`config.mk`:
```
export PLATFORM = sky130hd
export DESIGN_NAME = sltpg_top
export DESIGN_NICKNAME = d
export VERILOG_FILES = /design/src/sltpg_pkg.sv /design/src/sltpg_top.sv /design/src/sltpg_lfsr.sv /design/src/sltpg_buf.sv
export SDC_FILE = /design/constraint.sdc
export NUM_CORES = 1
export LEC_CHECK = 0
export BUFFER_PORTS_ARGS = -buffer_cell sky130_fd_sc_hd__buf_4
export CAP_MARGIN = 15
export CORE_ASPECT_RATIO = 1.4
export CORE_MARGIN = 10
export CORE_UTILIZATION = 40
export DETAILED_ROUTE_END_ITERATION = 10
export HOLD_SLACK_MARGIN = 0.03
export RECOVER_POWER = 50
export SLEW_MARGIN = 30
export SYNTH_ARGS = -nofsm -noshare
export SYNTH_HDL_FRONTEND = slang
export SYNTH_SLANG_ARGS = --single-unit
```
`constraint.sdc`:
```
create_clock -name clk -period 4.2 [get_ports clk]
set_input_delay 1.26 -clock clk [delete_from_list [all_inputs] [get_ports clk]]
set_output_delay 1.26 -clock clk [all_outputs]
set_load 0.01 [all_outputs]
```
`src/sltpg_pkg.sv`:
```
// Shared constants, types and pattern content of the lane training pattern generator
package sltpg_pkg;

  // Word and repetition geometry
  localparam int WORD_W = 8;
  localparam int REP_BITS = 384;
  localparam int RAND_BITS = 192;
  localparam int FIXED_BITS = REP_BITS - RAND_BITS;
  localparam int FIXED_BYTES = FIXED_BITS / WORD_W;
  localparam int REP_BYTES = REP_BITS / WORD_W;

  // Segment lengths in bits
  localparam int SEG_LOW_SQ_BITS = 48;
  localparam int SEG_IMPULSE_BITS = 24;
  localparam int SEG_HIGH_SQ_BITS = 48;

  // Fixed segments in transmit order, first byte in the top bits
  localparam logic [FIXED_BITS-1:0] FIXED_PATTERN = {
    48'h00ff00ff00ff,
    24'h008000,
    48'h555555555555,
    24'hffefff,
    48'h00ff00ff00ff
  };

  // Pseudo-random source: x^31 + x^28 + 1
  localparam int LFSR_W = 31;
  localparam int LFSR_TAP = 28;
  localparam logic [LFSR_W-1:0] LFSR_SEED = 31'h2a5a_c3e1;

  // Sequencer states, Gray along normal -> fixed -> random -> framing
  typedef enum logic [1:0] {
    ST_NORMAL = 2'b00,
    ST_FIXED = 2'b01,
    ST_RAND = 2'b11,
    ST_FRAME = 2'b10
  } sltpg_state_e;

  // One transmit word with its markers
  typedef struct packed {
    logic [WORD_W-1:0] data;
    logic train;
    logic rep_start;
  } sltpg_word_s;

endpackage

```
`src/sltpg_top.sv`:
```
// Training pattern sequencer with normal-data pass-through and output buffer
`timescale 1ns/1ps

////////////////////////////////////////////////////////////////////////////////
module sltpg_top #(
  parameter int FRAME_BYTES = 0,
  parameter int BUF_DEPTH = 2
) (
  // Clock and reset
  input wire logic clk,
  input wire logic resetn,
  // Training control
  input wire logic train_en,
  input wire logic [sltpg_pkg::WORD_W-1:0] frame_data,
  output logic training_active,
  // Normal traffic in
  input wire logic user_valid,
  input wire logic [sltpg_pkg::WORD_W-1:0] user_data,
  output logic user_ready,
  // Words to the serializer
  output logic tx_valid,
  output logic [sltpg_pkg::WORD_W-1:0] tx_data,
  output logic tx_train,
  output logic tx_rep_start,
  input wire logic tx_ready
);

  localparam int IW = 6;
  localparam int WORD_W = sltpg_pkg::WORD_W;
  // fixed part then random part fill one repetition
  localparam logic [IW-1:0] LAST_FIXED = IW'(sltpg_pkg::FIXED_BYTES - 1);
  localparam logic [IW-1:0] LAST_RAND = IW'(sltpg_pkg::REP_BYTES - 1);
  localparam logic [IW-1:0] RAND_START = IW'(sltpg_pkg::FIXED_BYTES);
  localparam logic [IW-1:0] LAST_FRAME = IW'(FRAME_BYTES - 1);

  // Geometry the sequencer cannot serve, refused at elaboration
  if (FRAME_BYTES < 0 || FRAME_BYTES > 63 || sltpg_pkg::REP_BYTES > 63) begin : g_frame
    $error("sltpg_top: FRAME_BYTES must be 0 to 63");
  end
  if (sltpg_pkg::REP_BITS % WORD_W != 0 || sltpg_pkg::RAND_BITS % WORD_W != 0) begin : g_rep
    $error("sltpg_top: repetition not a whole number of words");
  end

  ////////////////////////////////////////////////////////////////////////////
  // Reset release

  logic [1:0] rst_sync_reg;
  wire rst_n = rst_sync_reg[1];

  // Assert at once, release after two edges
  always_ff @(posedge clk or negedge resetn) begin
    if (!resetn) begin
      rst_sync_reg <= 2'h0;
    end else begin
      rst_sync_reg <= {rst_sync_reg[0], 1'b1};
    end
  end

  ////////////////////////////////////////////////////////////////////////////
  // Sources

  logic [WORD_W-1:0] rnd_word;

  sltpg_lfsr #(
    .LEN(sltpg_pkg::LFSR_W),
    .TAP(sltpg_pkg::LFSR_TAP),
    .OUT_W(WORD_W),
    .SEED(sltpg_pkg::LFSR_SEED)
  ) u_lfsr (
    .clk(clk),
    .rst_n(rst_n),
    .rnd(rnd_word)
  );

  sltpg_pkg::sltpg_state_e state_reg;
  sltpg_pkg::sltpg_state_e state_next;
  logic [IW-1:0] idx_reg;
  logic [IW-1:0] idx_next;
  logic user_ready_reg;
  logic active_reg;

  // fixed pattern byte for the current position
  wire [8:0] fix_bit = 9'(sltpg_pkg::FIXED_BITS - 1) - {idx_reg, 3'h0};
  wire [WORD_W-1:0] fixed_word = sltpg_pkg::FIXED_PATTERN[fix_bit -: WORD_W];

  ////////////////////////////////////////////////////////////////////////////
  // Buffer feed

  logic buf_in_ready;
  logic buf_space_next;
  logic buf_out_valid;
  sltpg_pkg::sltpg_word_s buf_out;
  sltpg_pkg::sltpg_word_s src_word;

  wire in_normal = state_reg == sltpg_pkg::ST_NORMAL;
  wire in_fixed = state_reg == sltpg_pkg::ST_FIXED;
  wire in_rand = state_reg == sltpg_pkg::ST_RAND;
  wire in_frame = state_reg == sltpg_pkg::ST_FRAME;
  wire user_push = in_normal && user_valid && user_ready_reg;
  wire gen_push = !in_normal && buf_in_ready;
  wire push = user_push || gen_push;

  // Word selection by state
  wire [WORD_W-1:0] gen_data = in_fixed ? fixed_word : in_rand ? rnd_word : frame_data;
  assign src_word.data = in_normal ? user_data : gen_data;
  assign src_word.train = !in_normal;
  assign src_word.rep_start = in_fixed && idx_reg == '0;

  sltpg_buf #(
    .DATA_W($bits(sltpg_pkg::sltpg_word_s)),
    .DEPTH(BUF_DEPTH)
  ) u_buf (
    .clk(clk),
    .rst_n(rst_n),
    .in_valid(push),
    .in_data(src_word),
    .in_ready(buf_in_ready),
    .space_next(buf_space_next),
    .out_valid(buf_out_valid),
    .out_data(buf_out),
    .out_ready(tx_ready)
  );

  ////////////////////////////////////////////////////////////////////////////
  // Sequencer

  wire last_fixed = in_fixed && idx_reg == LAST_FIXED;
  wire last_rand = in_rand && idx_reg == LAST_RAND;
  wire last_frame = in_frame && idx_reg == LAST_FRAME;
  wire rep_end = gen_push && (FRAME_BYTES == 0 ? last_rand : last_frame);

  // Next state and position
  always_comb begin
    state_next = state_reg;
    idx_next = idx_reg;
    unique case (state_reg)
      sltpg_pkg::ST_NORMAL: begin
        if (train_en) begin
          state_next = sltpg_pkg::ST_FIXED;
          idx_next = '0;
        end
      end
      sltpg_pkg::ST_FIXED: begin
        if (gen_push) begin
          idx_next = idx_reg + IW'(1);
          if (last_fixed) begin
            state_next = sltpg_pkg::ST_RAND;
          end
        end
      end
      // random words after the fixed part
      sltpg_pkg::ST_RAND: begin
        if (gen_push && last_rand) begin
          idx_next = '0;
          if (FRAME_BYTES != 0) begin
            state_next = sltpg_pkg::ST_FRAME;
          end else begin
            state_next = train_en ? sltpg_pkg::ST_FIXED : sltpg_pkg::ST_NORMAL;
          end
        end else if (gen_push) begin
          idx_next = idx_reg + IW'(1);
        end
      end
      sltpg_pkg::ST_FRAME: begin
        if (gen_push && last_frame) begin
          idx_next = '0;
          state_next = train_en ? sltpg_pkg::ST_FIXED : sltpg_pkg::ST_NORMAL;
        end else if (gen_push) begin
          idx_next = idx_reg + IW'(1);
        end
      end
    endcase
  end

  always_ff @(posedge clk or negedge rst_n) begin
    if (!rst_n) begin
      state_reg <= sltpg_pkg::ST_NORMAL;
      idx_reg <= '0;
    end else begin
      state_reg <= state_next;
      idx_reg <= idx_next;
    end
  end

  // Registered user ready and activity flag
  always_ff @(posedge clk or negedge rst_n) begin
    if (!rst_n) begin
      user_ready_reg <= 1'b0;
      active_reg <= 1'b0;
    end else begin
      user_ready_reg <= state_next == sltpg_pkg::ST_NORMAL && buf_space_next;
      active_reg <= state_next != sltpg_pkg::ST_NORMAL;
    end
  end

  ////////////////////////////////////////////////////////////////////////////
  // Outputs

  assign user_ready = user_ready_reg;
  assign training_active = active_reg;
  assign tx_valid = buf_out_valid;
  assign tx_data = buf_out.data;
  assign tx_train = buf_out.train;
  assign tx_rep_start = buf_out.rep_start;

  ////////////////////////////////////////////////////////////////////////////
  // Checks

  a_low_square_open: assert property (@(posedge clk) disable iff (!rst_n)
    gen_push && in_fixed && idx_reg == 6'h00 ##1 gen_push && in_fixed |->
      $past(src_word.data) == 8'h00 && src_word.data == 8'hff)
    else $error("opening square wave wrong");

  a_open_square_span: assert property (@(posedge clk) disable iff (!rst_n)
    gen_push && in_fixed && idx_reg <= 6'h05 |->
      src_word.data == (idx_reg[0] ? 8'hff : 8'h00))
    else $error("opening square wave byte wrong");

  a_low_square_fifth: assert property (@(posedge clk) disable iff (!rst_n)
    gen_push && in_fixed && idx_reg == 6'h12 |-> src_word.data == 8'h00)
    else $error("fifth segment wrong");

  a_fifth_square_span: assert property (@(posedge clk) disable iff (!rst_n)
    gen_push && in_fixed && idx_reg >= 6'h12 && idx_reg <= 6'h17 |->
      src_word.data == (idx_reg[0] ? 8'hff : 8'h00))
    else $error("fifth segment byte wrong");

  a_pos_impulse: assert property (@(posedge clk) disable iff (!rst_n)
    gen_push && in_fixed && idx_reg >= 6'h06 && idx_reg <= 6'h08 |->
      src_word.data == (idx_reg == 6'h07 ? 8'h80 : 8'h00))
    else $error("positive impulse wrong");

  a_half_rate_sq: assert property (@(posedge clk) disable iff (!rst_n)
    gen_push && in_fixed && idx_reg >= 6'h09 && idx_reg <= 6'h0e |->
      src_word.data == 8'h55)
    else $error("half rate square wave wrong");

  a_neg_impulse: assert property (@(posedge clk) disable iff (!rst_n)
    gen_push && in_fixed && idx_reg >= 6'h0f && idx_reg <= 6'h11 |->
      src_word.data == (idx_reg == 6'h10 ? 8'hef : 8'hff))
    else $error("negative impulse wrong");

  a_rand_span: assert property (@(posedge clk) disable iff (!rst_n)
    in_rand |-> idx_reg >= RAND_START && idx_reg <= LAST_RAND)
    else $error("random segment out of span");

  // random segment ends after its last word
  a_rand_exit: assert property (@(posedge clk) disable iff (!rst_n)
    gen_push && last_rand |=> !in_rand)
    else $error("random segment overran");

  a_rep_length: assert property (@(posedge clk) disable iff (!rst_n)
    gen_push && last_fixed |=> in_rand && idx_reg == 6'h18)
    else $error("repetition shorter than 384 bits");

  a_repeat_loop: assert property (@(posedge clk) disable iff (!rst_n)
    rep_end && train_en |=> in_fixed && idx_reg == '0)
    else $error("repetition did not restart");

  a_frame_count: assert property (@(posedge clk) disable iff (!rst_n)
    in_frame |-> FRAME_BYTES != 0 && idx_reg <= LAST_FRAME)
    else $error("framing count wrong");

  a_frame_word: assert property (@(posedge clk) disable iff (!rst_n)
    gen_push && in_frame |-> src_word.data == frame_data && src_word.train)
    else $error("framing word wrong");

  a_start_first: assert property (@(posedge clk) disable iff (!rst_n)
    in_normal && train_en |=> in_fixed && idx_reg == '0 && training_active)
    else $error("start not at first segment");

  a_stop_boundary: assert property (@(posedge clk) disable iff (!rst_n)
    !in_normal ##1 in_normal |-> $past(rep_end) && !$past(train_en))
    else $error("stopped inside a repetition");

  a_user_blocked: assert property (@(posedge clk) disable iff (!rst_n)
    training_active |-> !user_ready)
    else $error("user path open during training");

endmodule

```
`src/sltpg_lfsr.sv`:
```
// Free-running Fibonacci LFSR giving several fresh bits per clock
`timescale 1ns/1ps
module sltpg_lfsr #(
  parameter int LEN = sltpg_pkg::LFSR_W,
  parameter int TAP = sltpg_pkg::LFSR_TAP,
  parameter int OUT_W = sltpg_pkg::WORD_W,
  parameter logic [sltpg_pkg::LFSR_W-1:0] SEED = sltpg_pkg::LFSR_SEED
) (
  // Clock and reset
  input wire logic clk,
  input wire logic rst_n,
  // Random word
  output logic [OUT_W-1:0] rnd
);

  logic [LEN-1:0] state_reg;
  logic [LEN-1:0] state_next;
  logic [OUT_W-1:0] bits;

  // Parameters the shift network cannot serve, refused at elaboration
  if (LEN != sltpg_pkg::LFSR_W || TAP >= LEN || TAP < 1 ||
      OUT_W > LEN || SEED == '0) begin : g_bad
    $error("sltpg_lfsr: unsupported parameters");
  end

  // Step the register OUT_W times per clock
  always_comb begin
    logic [LEN-1:0] s;
    s = state_reg;
    bits = '0;
    for (int i = 0; i < OUT_W; i++) begin
      bits[OUT_W-1-i] = s[LEN-1] ^ s[TAP-1];
      s = {s[LEN-2:0], bits[OUT_W-1-i]};
    end
    state_next = s;
  end

  // Nonzero seed loaded at reset, then runs every clock
  always_ff @(posedge clk or negedge rst_n) begin
    if (!rst_n) begin
      state_reg <= SEED;
    end else begin
      state_reg <= state_next;
    end
  end

  assign rnd = bits;

  a_lfsr_nonzero: assert property (@(posedge clk) disable iff (!rst_n)
    state_reg != '0) else $error("lfsr reached all zeros");

endmodule

```
`src/sltpg_buf.sv`:
```
// Small shift FIFO with registered ready, valid and head word
`timescale 1ns/1ps
module sltpg_buf #(
  parameter int DATA_W = 10,
  parameter int DEPTH = 2
) (
  // Clock and reset
  input wire logic clk,
  input wire logic rst_n,
  // Fill side
  input wire logic in_valid,
  input wire logic [DATA_W-1:0] in_data,
  output logic in_ready,
  output logic space_next,
  // Drain side
  output logic out_valid,
  output logic [DATA_W-1:0] out_data,
  input wire logic out_ready
);

  localparam int CW = $clog2(DEPTH + 1);

  logic [DATA_W-1:0] mem [DEPTH];
  logic [CW-1:0] count_reg;
  logic [CW-1:0] count_next;
  logic in_ready_reg;
  logic out_valid_reg;

  // Sizes the shift network cannot serve, refused at elaboration
  if (DEPTH < 2 || DATA_W < 1) begin : g_bad
    $error("sltpg_buf: DEPTH must be at least 2");
  end

  // Handshakes and occupancy
  wire push = in_valid && in_ready_reg;
  wire pop = out_valid_reg && out_ready;
  wire [CW-1:0] wr_pos = pop ? count_reg - CW'(1) : count_reg;
  assign count_next = count_reg + CW'(push) - CW'(pop);
  assign space_next = count_next < CW'(DEPTH);

  // Occupancy and registered flags
  always_ff @(posedge clk or negedge rst_n) begin
    if (!rst_n) begin
      count_reg <= '0;
      in_ready_reg <= 1'b0;
      out_valid_reg <= 1'b0;
    end else begin
      count_reg <= count_next;
      in_ready_reg <= space_next;
      out_valid_reg <= count_next != '0;
    end
  end

  // Entries shift toward the head on every pop
  for (genvar i = 0; i < DEPTH; i++) begin : g_ent
    logic [DATA_W-1:0] shifted;
    if (i < DEPTH - 1) begin : g_mid
      assign shifted = pop ? mem[i+1] : mem[i];
    end else begin : g_last
      assign shifted = mem[i];
    end
    always_ff @(posedge clk or negedge rst_n) begin
      if (!rst_n) begin
        mem[i] <= '0;
      end else if (push && wr_pos == CW'(i)) begin
        mem[i] <= in_data;
      end else begin
        mem[i] <= shifted;
      end
    end
  end

  assign in_ready = in_ready_reg;
  assign out_valid = out_valid_reg;
  assign out_data = mem[0];

  // A stalled head word holds until taken
  a_head_stable: assert property (@(posedge clk) disable iff (!rst_n)
    out_valid_reg && !out_ready |=> out_valid_reg && $stable(mem[0]))
    else $error("head word changed while stalled");

endmodule

```
=== Word level (Yosys, flattened, before mapping) ===
Cells that the tools add are included.

* Bits in latches: 0
* Bits in writable memories: 0
* Register bits: 67
* Bits in read-only memories: 0
* Bits of input ports: 21
* Memories: 0
* Logic and storage cells: 75

* $add $sub $neg: 5
* Muxes and demuxes: 18
* Eq/ne operators: 8
* Multipliers: 0
* Magnitude comparators: 1
* Reductions and logical operators: 23
* Shift operators: 1
* Div/mod/pow operators: 0
* Bitwise logic cells: 8

{| class="wikitable"
|+ Operators with widths
! cell !! number
|-
| $shiftx 199x10->8 const A || 1
|-
| $mux 6 || 4
|-
| $mux 8 || 3
|-
| $pmux 6 s4 || 1
|-
| $mux 10 || 2
|-
| $logic_and 1x1->1 || 14
|-
| $eq 6x6->1 const B || 2
|-
| $mux 2 || 6
|-
| $sub 8x9->9 const A || 1
|-
| $pmux 2 s4 || 1
|-
| $xor 1x1->1 || 8
|-
| $add 6x1->6 const B || 1
|-
| $eq 6x5->1 const B || 1
|-
| $logic_not 2->1 || 3
|-
| $logic_not 6->1 || 1
|-
| $reduce_bool 2->1 || 3
|-
| $eq 2x1->1 const B || 2
|-
| $eq 2x2->1 const B || 2
|-
| $add 2x1->2 || 1
|-
| $lt 2x2->1 const B || 1
|-
| $ne 2x2->1 const B || 1
|-
| $sub 2x1->2 || 1
|-
| $sub 2x1->2 const B || 1
|-
| $logic_not 1->1 || 1
|-
| other kinds (2) || 2
|}

=== Depth between registers and ports, before layout ===
Gate-level depths: netlist (run 1).

* Word-level depth: 9
* Gate-level depth with buffers: 9
* Gate-level depth less buffers: 9

=== Hierarchy ===
Synthesis (run 1) repeated with hierarchy kept, for this count alone.

* Cells, all modules: 237
* Area total of the unflattened synthesis: 3067.9 sq um

{| class="wikitable"
|+ By module, submodules not included
! module !! instances !! area each (sq um) !! sequential area each (sq um) !! cells each
|-
| sltpg_top || 1 || 1111.1 || 300.3 || 127
|-
| sltpg_buf || 1 || 1092.3 || 600.6 || 71
|-
| sltpg_lfsr || 1 || 864.6 || 794.5 || 39
|}

=== Least setup slack after synthesis (run 1) ===
No wires, ideal clock.

* Kind: input port to flip-flop
* Start point: input port tx_ready
* End point: register u_buf.mem, in the netlist u_buf.g_ent[1].shifted[0]
* Cell stages on the path: 7
* Path slack: 1.495 ns
* Buffers on the path: 0
* Library setup time: 0.125 ns
* Arrival: 2.580 ns
* Path through: nand2_1 > inv_1 > ha_1 > inv_1 > nand3_2 > nor2_1 > mux2_2

* Cells in the longest elaborated chain, start to end: 4

{| class="wikitable"
|+ RTL lines
! item !! line !! source
|-
| from (decl) || sltpg_top.sv:25 || <nowiki>input wire logic tx_ready</nowiki>
|-
| $logic_and 1x1->1 || sltpg_buf.sv:36 || <nowiki>wire pop = out_valid_reg && out_ready;</nowiki>
|-
| $mux 2 || sltpg_buf.sv:37 || <nowiki>wire [CW-1:0] wr_pos = pop ? count_reg - CW'(1) : count_reg;</nowiki>
|-
| $eq 2x1->1 || sltpg_buf.sv:65 || <nowiki>end else if (push && wr_pos == CW'(i)) begin</nowiki>
|-
| $logic_and 1x1->1 || sltpg_buf.sv:65 ||
|-
| to (signal, indexed assignment) || sltpg_buf.sv:66 || <nowiki>mem[i] <= in_data;</nowiki>
|-
| to (signal, indexed assignment) || sltpg_buf.sv:68 || <nowiki>mem[i] <= shifted;</nowiki>
|-
| to (decl) || sltpg_buf.sv:23 || <nowiki>logic [DATA_W-1:0] mem [DEPTH];</nowiki>
|}

No other way between the ends.
A chain may end at the register's enable or synchronous reset.

=== Worst setup path after layout (run 1) ===
Ends and elaborated chain as after synthesis.

==> results of run 1 <==
[cell usage after synthesis, drive strengths merged, types with 3 or more instances]
cell	number	area (um^2)
nor3	12	60.1
a211oi	12	90.1
dfstp	15	394
and3	8	50.1
and2	3	18.8
a31oi	6	37.5
buf	13	67.6
o21ai	9	45.0
a2bb2oi	6	52.6
nor2b	4	25.0
clkbuf	4	15.0
or2	3	18.8
a31o	3	26.3
ha	9	113
xnor2	7	61.3
nor2	7	26.3
mux2i	11	110
o22ai	6	37.5
nand3	5	35.0
nand2b	7	43.8
inv	13	48.8
a32oi	3	26.3
nand2	19	71.3
xor2	7	61.3
a21bo	4	40.0
dfrtp	52	1300
a21oi	10	50.1
[metrics by stage]
step                      area (um^2)  power [mW]  hold WS [ns]
after detailed placement         3470        1.96         0.204
after global routing             3690        2.74         0.348
after floorplan                  3150        1.67         0.331
after CTS                        3700        2.58         0.212
after global placement           3470        1.94         0.202
final                            3690        2.56         0.297
[power breakdown]
group,switching [mW],internal (mW),total [mW]
Clock,0.277,0.346,0.622
Combinational,0.521,0.438,0.960
Sequential,0.183,0.795,0.978
[logic make-up (layout without fill, tap and decap cells)]
family	after synthesis	after routing	synth area share [%]
compound gates	72	72	16.8
xor+xnor	14	14	3.89
mux	13	13	4.20
simple gates	78	78	13.5
other cells	1	1	0.119
fa+ha+maj	9	9	3.57
flops	67	67	53.7
buf+inv	30	65	4.17
[routing by layer]
metal	routed length [um]	up-vias	track usage, %
met1	2830	1110	13.5
met4	195	0	5.04
met5	0	-	0
met3	282	15	3.53
met2	3970	38	22.6
li1	-	1086	-
[worst register-to-register path, stage by stage (launching register included)]
cell and delay, ns:
dfrtp_1 0.39, nand2_1 0.35, inv_1 0.23, ha_1 0.39, inv_1 0.12, nand3_2 0.19
nor2_1 0.37, mux2_2 0.38
[final cells by class]
type / count / area [um^2] / area share [%]
tap: 100 / 125 / 3.39
timing repair buffer: 36 / 267 / 7.22
multi-input combinational: 187 / 1330 / 35.9
clock inverter: 7 / 106 / 2.88
clock buffer: 9 / 124 / 3.35
sequential: 67 / 1700 / 45.9
inverter: 13 / 48.8 / 1.32
[worst min path at each step]
stage,startpoint,end,slack (ns),depth (start not counted)
4_1_cts,rst_sync_reg[1],idx_reg[4],0.21,0
3_3_place_gp,rst_sync_reg[1],idx_reg[4],0.20,0
6_report,rst_sync_reg[1],idx_reg[4],0.30,0
5_1_grt,u_lfsr.state_reg[0],u_lfsr.state_reg[8],0.35,0
2_1_floorplan,rst_sync_reg[0],rst_sync_reg[1],0.33,0
3_5_place_dp,rst_sync_reg[1],idx_reg[4],0.20,0
==> results.md, run 1 <==
* Fraction of layout cells with a size suffix above 1 at 24.5%
* P&R area growth vs syn at 17.1%
* Synthesized flop and latch total at 67
* WP buf/inv at 3
* Critical Path End Type: flip-flop
* Total Nets Final at 344
* Largest net degree at the start of global routing at 50
* Delay of the slowest critical-path stage at 0.39 ns
* Final slew viol count at 0
* H-Tree Depth at 3
* Most used cell, CP: inv_1
* Max FFs per register at 31
* Worst setup margin at 1.06 ns
* Max Fanout on Critical Path at 11
* Initial antenna violation count at 0
* VDD IR max at 232 uV
* Residual DRC at 0
* N_diodes at 0
* Global placement routability congestion at 0.882
* R2r endpoint: u_buf.g_ent[1].shifted[0]
* Final WL at 7270 um
* PwrDens at 693 mW/mm^2
* Clk root buf: clkbuf_8
* Tot GR Track Use at 12.7%
* Die outline height at 125 um
* Clk pin slew, worst setup/hold paths at 0.08 ns
* Yosys cell types at 50
* EDFF count, synth at 0
* Cell area after synthesis at 0.00315 mm^2
* Final Skew at 0.00666 ns
* CTS Buffer Depth at 2
* Post_cts resized at 0
* CTS Sinks at 67
* Post-DR wirelength/cell at 17.4 um
* Fillcell total at 726
* # Post-CTS Setup Buffers at 0
* Worst skew pair latency at 0.34 ns
* Setup violations, final at 0
* Initial DRT Pass Iterations at 4
* Layout Cells excl Fill at 419
* Commonest non-fill, non-tap cell in the layout: dfrtp_1
* I/O Pins at 34
* CTS Buf Count at 9
* Vias at 2249
* Tightest Pin Transition at 0.777 ns
* Most frequent cells in the layout: 52 x dfrtp_1, 35 x buf_4, 19 x nand2_1, 13 x inv_1
* Critical path required time at 4.43 ns
* Period utilisation layout at 74.9%
* RSZ-0062 raised after global routing: false
* Initial Utilization at 41.0%
* HPWL after detailed placement at 5490 um
* Crit path depth at 8
* Worst Reg-to-Reg Cells at 7
* Hold crit path type: flip-flop to asynchronous set/reset pin
* Ys async rst share at 100%
* Synth Instances at 284
* Status: finished, final reports clean
* FF-to-FF Start: u_buf.out_valid
* # Max-Cap Violations at 0
* Via/cell ratio at 5.37
* Highest Clock Rate at 0.318 GHz
* CP cell instances: buf_4, nand2_1, inv_1, ha_1, inv_1, nand3_2, nor2_1, mux2_2
* Number of global-route vias before repair at 2325
* CP Launch Point: tx_ready
* Total grt overflow at 0
* Util after Layout at 48.0%
* Setup CP Type: input port to flip-flop
* Setup crit end: u_buf.g_ent[1].shifted[0]
* Hold Fails Final Rpt at 0
* Setup crit start kind: input port
* Worst path arrival time at 3.37 ns
* Yosys warns at 0
* Max_slew headroom at 47.8%
* Delay-heaviest family, CP: simple AND/OR/NAND/NOR gates
* Shortest period the worst path allows at 3.14 ns
* LEAKAGE at 1.73 nW
* Initial detailed-routing violation count at 82
* Syn_area_per_cell at 11.1 um^2
* Post-route antenna net violation count at 0
* Setup Total Neg Slack at 0 ns
* Die Area at 0.0119 mm^2
* Global-route wire length before repair at 11700 um
* Syn_nets at 314
* Most used DFF post-synth: dfrtp_1
* Port bufs at 33
* CTS tree: done
* Row cnt at 38
* Slowest library cell on the worst path: ha_1
* Sequential area share after synthesis at 53.7%
* CTS Hold Bufs at 0
* Reg2reg setup slack at 1.67 ns
* Die W at 95.1 um
* CORE AREA at 0.00770 mm^2
* Placement Setup Slack at 0.750 ns
* Inst Count DP at 403
No activity file was read; power rests on OpenSTA's default activity.
==> run 2, diff against run 1 <==
==> constraint.sdc (replaced) <==
create_clock -name clk -period 2.9 [get_ports clk]
set_input_delay 0.87 -clock clk [delete_from_list [all_inputs] [get_ports clk]]
set_output_delay 0.87 -clock clk [all_outputs]
set_load 0.01 [all_outputs]
==> results.md, run 2 (same netlist as run 1, synthesis figures left out) <==
* Status: finished, final reports clean
* Initial detailed-routing violation count at 139 (+70%)
* Global placement routability congestion at 0.807 (-8.5%)
* Most frequent cells in the layout: 52 x dfrtp_1, 39 x buf_4, 19 x nand2_1, 13 x inv_1
* Delay-heaviest family, CP: simple AND/OR/NAND/NOR gates
* Port bufs at 33 (unchanged)
* Setup CP Type: input port to flip-flop
* Number of global-route vias before repair at 2350 (+1.1%)
* LEAKAGE at 1.74 nW (+0.68%)
* Post-Place Cell Area at 0.00351 mm^2 (+1.3%)
* FF-to-FF Start: idx_reg[0]
* Worst setup margin at 0.826 ns (-0.230 ns)
* Finished Cell Area at 0.00371 mm^2 (+0.34%)
* P&R area growth vs syn at 17.5%
* Post-DR wirelength/cell at 17.2 um (-1.1%)
* CTS Hold Bufs at 0 (unchanged)
* I/O Pins at 34 (unchanged)
* # Post-CTS Setup Buffers at 0 (unchanged)
* Vias at 2286 (+1.6%)
* Initial Utilization at 41.0% (unchanged)
* CORE AREA at 0.00770 mm^2 (unchanged)
* Critical path required time at 3.13 ns (-1.30 ns)
* Residual DRC at 0 (unchanged)
* Total Nets Final at 350 (+1.7%)
* Max Fanout on Critical Path at 10 (-1)
* Die Area at 0.0119 mm^2 (unchanged)
* Post-route antenna net violation count at 0 (unchanged)
* N_diodes at 0 (unchanged)
* Clk root buf: clkbuf_8
* H-Tree Depth at 3 (unchanged)
* Setup crit start kind: input port
* Final Skew at 0.00804 ns (+0.00138 ns)
* Inst Count DP at 409 (+1.5%)
* Hold Fails Final Rpt at 0 (unchanged)
* # Max-Cap Violations at 0 (unchanged)
* R2r endpoint: u_buf.out_data[8]
* Setup Total Neg Slack at 0 ns (unchanged)
* Fraction of layout cells with a size suffix above 1 at 25.2% (+0.78 points)
* Delay of the slowest critical-path stage at 0.34 ns (-0.05 ns)
* Layout Cells excl Fill at 425 (+1.4%)
* Tightest Pin Transition at 1.28 ns (+0.505 ns)
* Tot GR Track Use at 12.8% (+0.091 points)
* Most used cell, CP: inv_1
* Max_slew headroom at 14.5% (-33 points)
* Power Total at 3.64 mW (+42%)
* Initial antenna violation count at 0 (unchanged)
* Worst skew pair latency at 0.34 ns (about the same)
* Post_cts resized at 0 (unchanged)
* Reg2reg setup slack at 0.92 ns (-0.75 ns)
* Worst path arrival time at 2.31 ns (-1.06 ns)
* CTS tree: done
* WP buf/inv at 3 (unchanged)
* Die outline height at 125 um (unchanged)
* Global-route wire length before repair at 11900 um (+2.5%)
* Via/cell ratio at 5.38 (+0.21%)
* Slowest library cell on the worst path: mux2_2
* CTS Sinks at 67 (unchanged)
* Total grt overflow at 0 (unchanged)
* Max FFs per register at 31 (unchanged)
* CTS Buffer Depth at 2 (unchanged)
* Largest net degree at the start of global routing at 27 (-46%)
* Clk pin slew, worst setup/hold paths at 0.08 ns (about the same)
* Commonest non-fill, non-tap cell in the layout: dfrtp_1
* HPWL after detailed placement at 5290 um (-3.6%)
* Reg area at 0.00170 mm^2 (unchanged)
* Die W at 95.1 um (unchanged)
* Crit path depth at 8 (unchanged)
* Final WL at 7300 um (+0.36%)
* Multi-input combinational cell area at 0.00133 mm^2 (unchanged)
* Fillcell total at 726 (unchanged)
* Period utilisation layout at 71.5%
* CTS Buf Count at 9 (unchanged)
* Row cnt at 38 (unchanged)
* Placement Setup Slack at 0.473 ns (-0.277 ns)
* Final slew viol count at 0 (unchanged)
* Initial DRT Pass Iterations at 4 (unchanged)
* Critical Path End Type: flip-flop
* Setup violations, final at 0 (unchanged)
* Highest Clock Rate at 0.482 GHz
* Shortest period the worst path allows at 2.07 ns
* RSZ-0062 raised after global routing: false
* CP cell instances: buf_4, nand2_1, inv_1, ha_1, inv_1, nand3_2, nor2_1, mux2_2
* PwrDens at 981 mW/mm^2 (+42%)
* VDD IR max at 451 uV (+94%)
* Worst Reg-to-Reg Cells at 6 (-1)
* Hold crit path type: input port to asynchronous set/reset pin
run 2: cell count changes in the layout (fill, tap and decap cells not counted), sizes merged:
| cell | change |
|---|---|
| clkbuf | +2 |
| bufinv | -1 |
| buf | +4 |
| clkinv | +1 |
run 2: final cells by class:
type	instances	share of cell area (%)
Inverter	13	1.32
Clock buffer	9	3.34
Sequential cell	67	45.7
Timing Repair Buffer	42	8.20
Multi-Input combinational cell	187	35.8
Clock inverter	7	2.19
Tap cell	100	3.38
run 2: worst max path at each step:
stage,startpoint,endpoint,slack [ns]
after floorplan,tx_ready,u_buf.g_ent[1].shifted[0],0.59
after global placement,tx_ready,u_buf.g_ent[1].shifted[0],0.49
after detailed placement,tx_ready,u_buf.g_ent[1].shifted[0],0.47
after CTS,tx_ready,u_buf.g_ent[1].shifted[0],0.83
after global routing,rst_sync_reg[1],u_buf.out_data[3],0.49
final,tx_ready,u_buf.g_ent[1].shifted[0],0.83
run 2: layer usage:
metal,part of all wire (%),up-vias,global-route usage (%)
li1,-,1093,-
met1,40,1146,14.6
met2,54,34,22.0
met3,3.7,13,2.57
met4,2.2,0,5.65
met5,0,-,0
run 2: power breakdown:
group          total (mW)  switching (mW)  leakage [nW]  internal [mW]
clock network       0.809           0.397         0.107          0.412
logic                1.43           0.778         0.834          0.656
registers            1.39           0.241         0.804           1.15
run 2: per-stage QoR:
stage / util (%) / hold slack [ns]
final: 48.1 / 0.294
after global routing: 48.1 / 0.289
after CTS: 48.3 / 0.224
after global placement: 45.6 / 0.210
after detailed placement: 45.6 / 0.216
after floorplan: - / 0.331
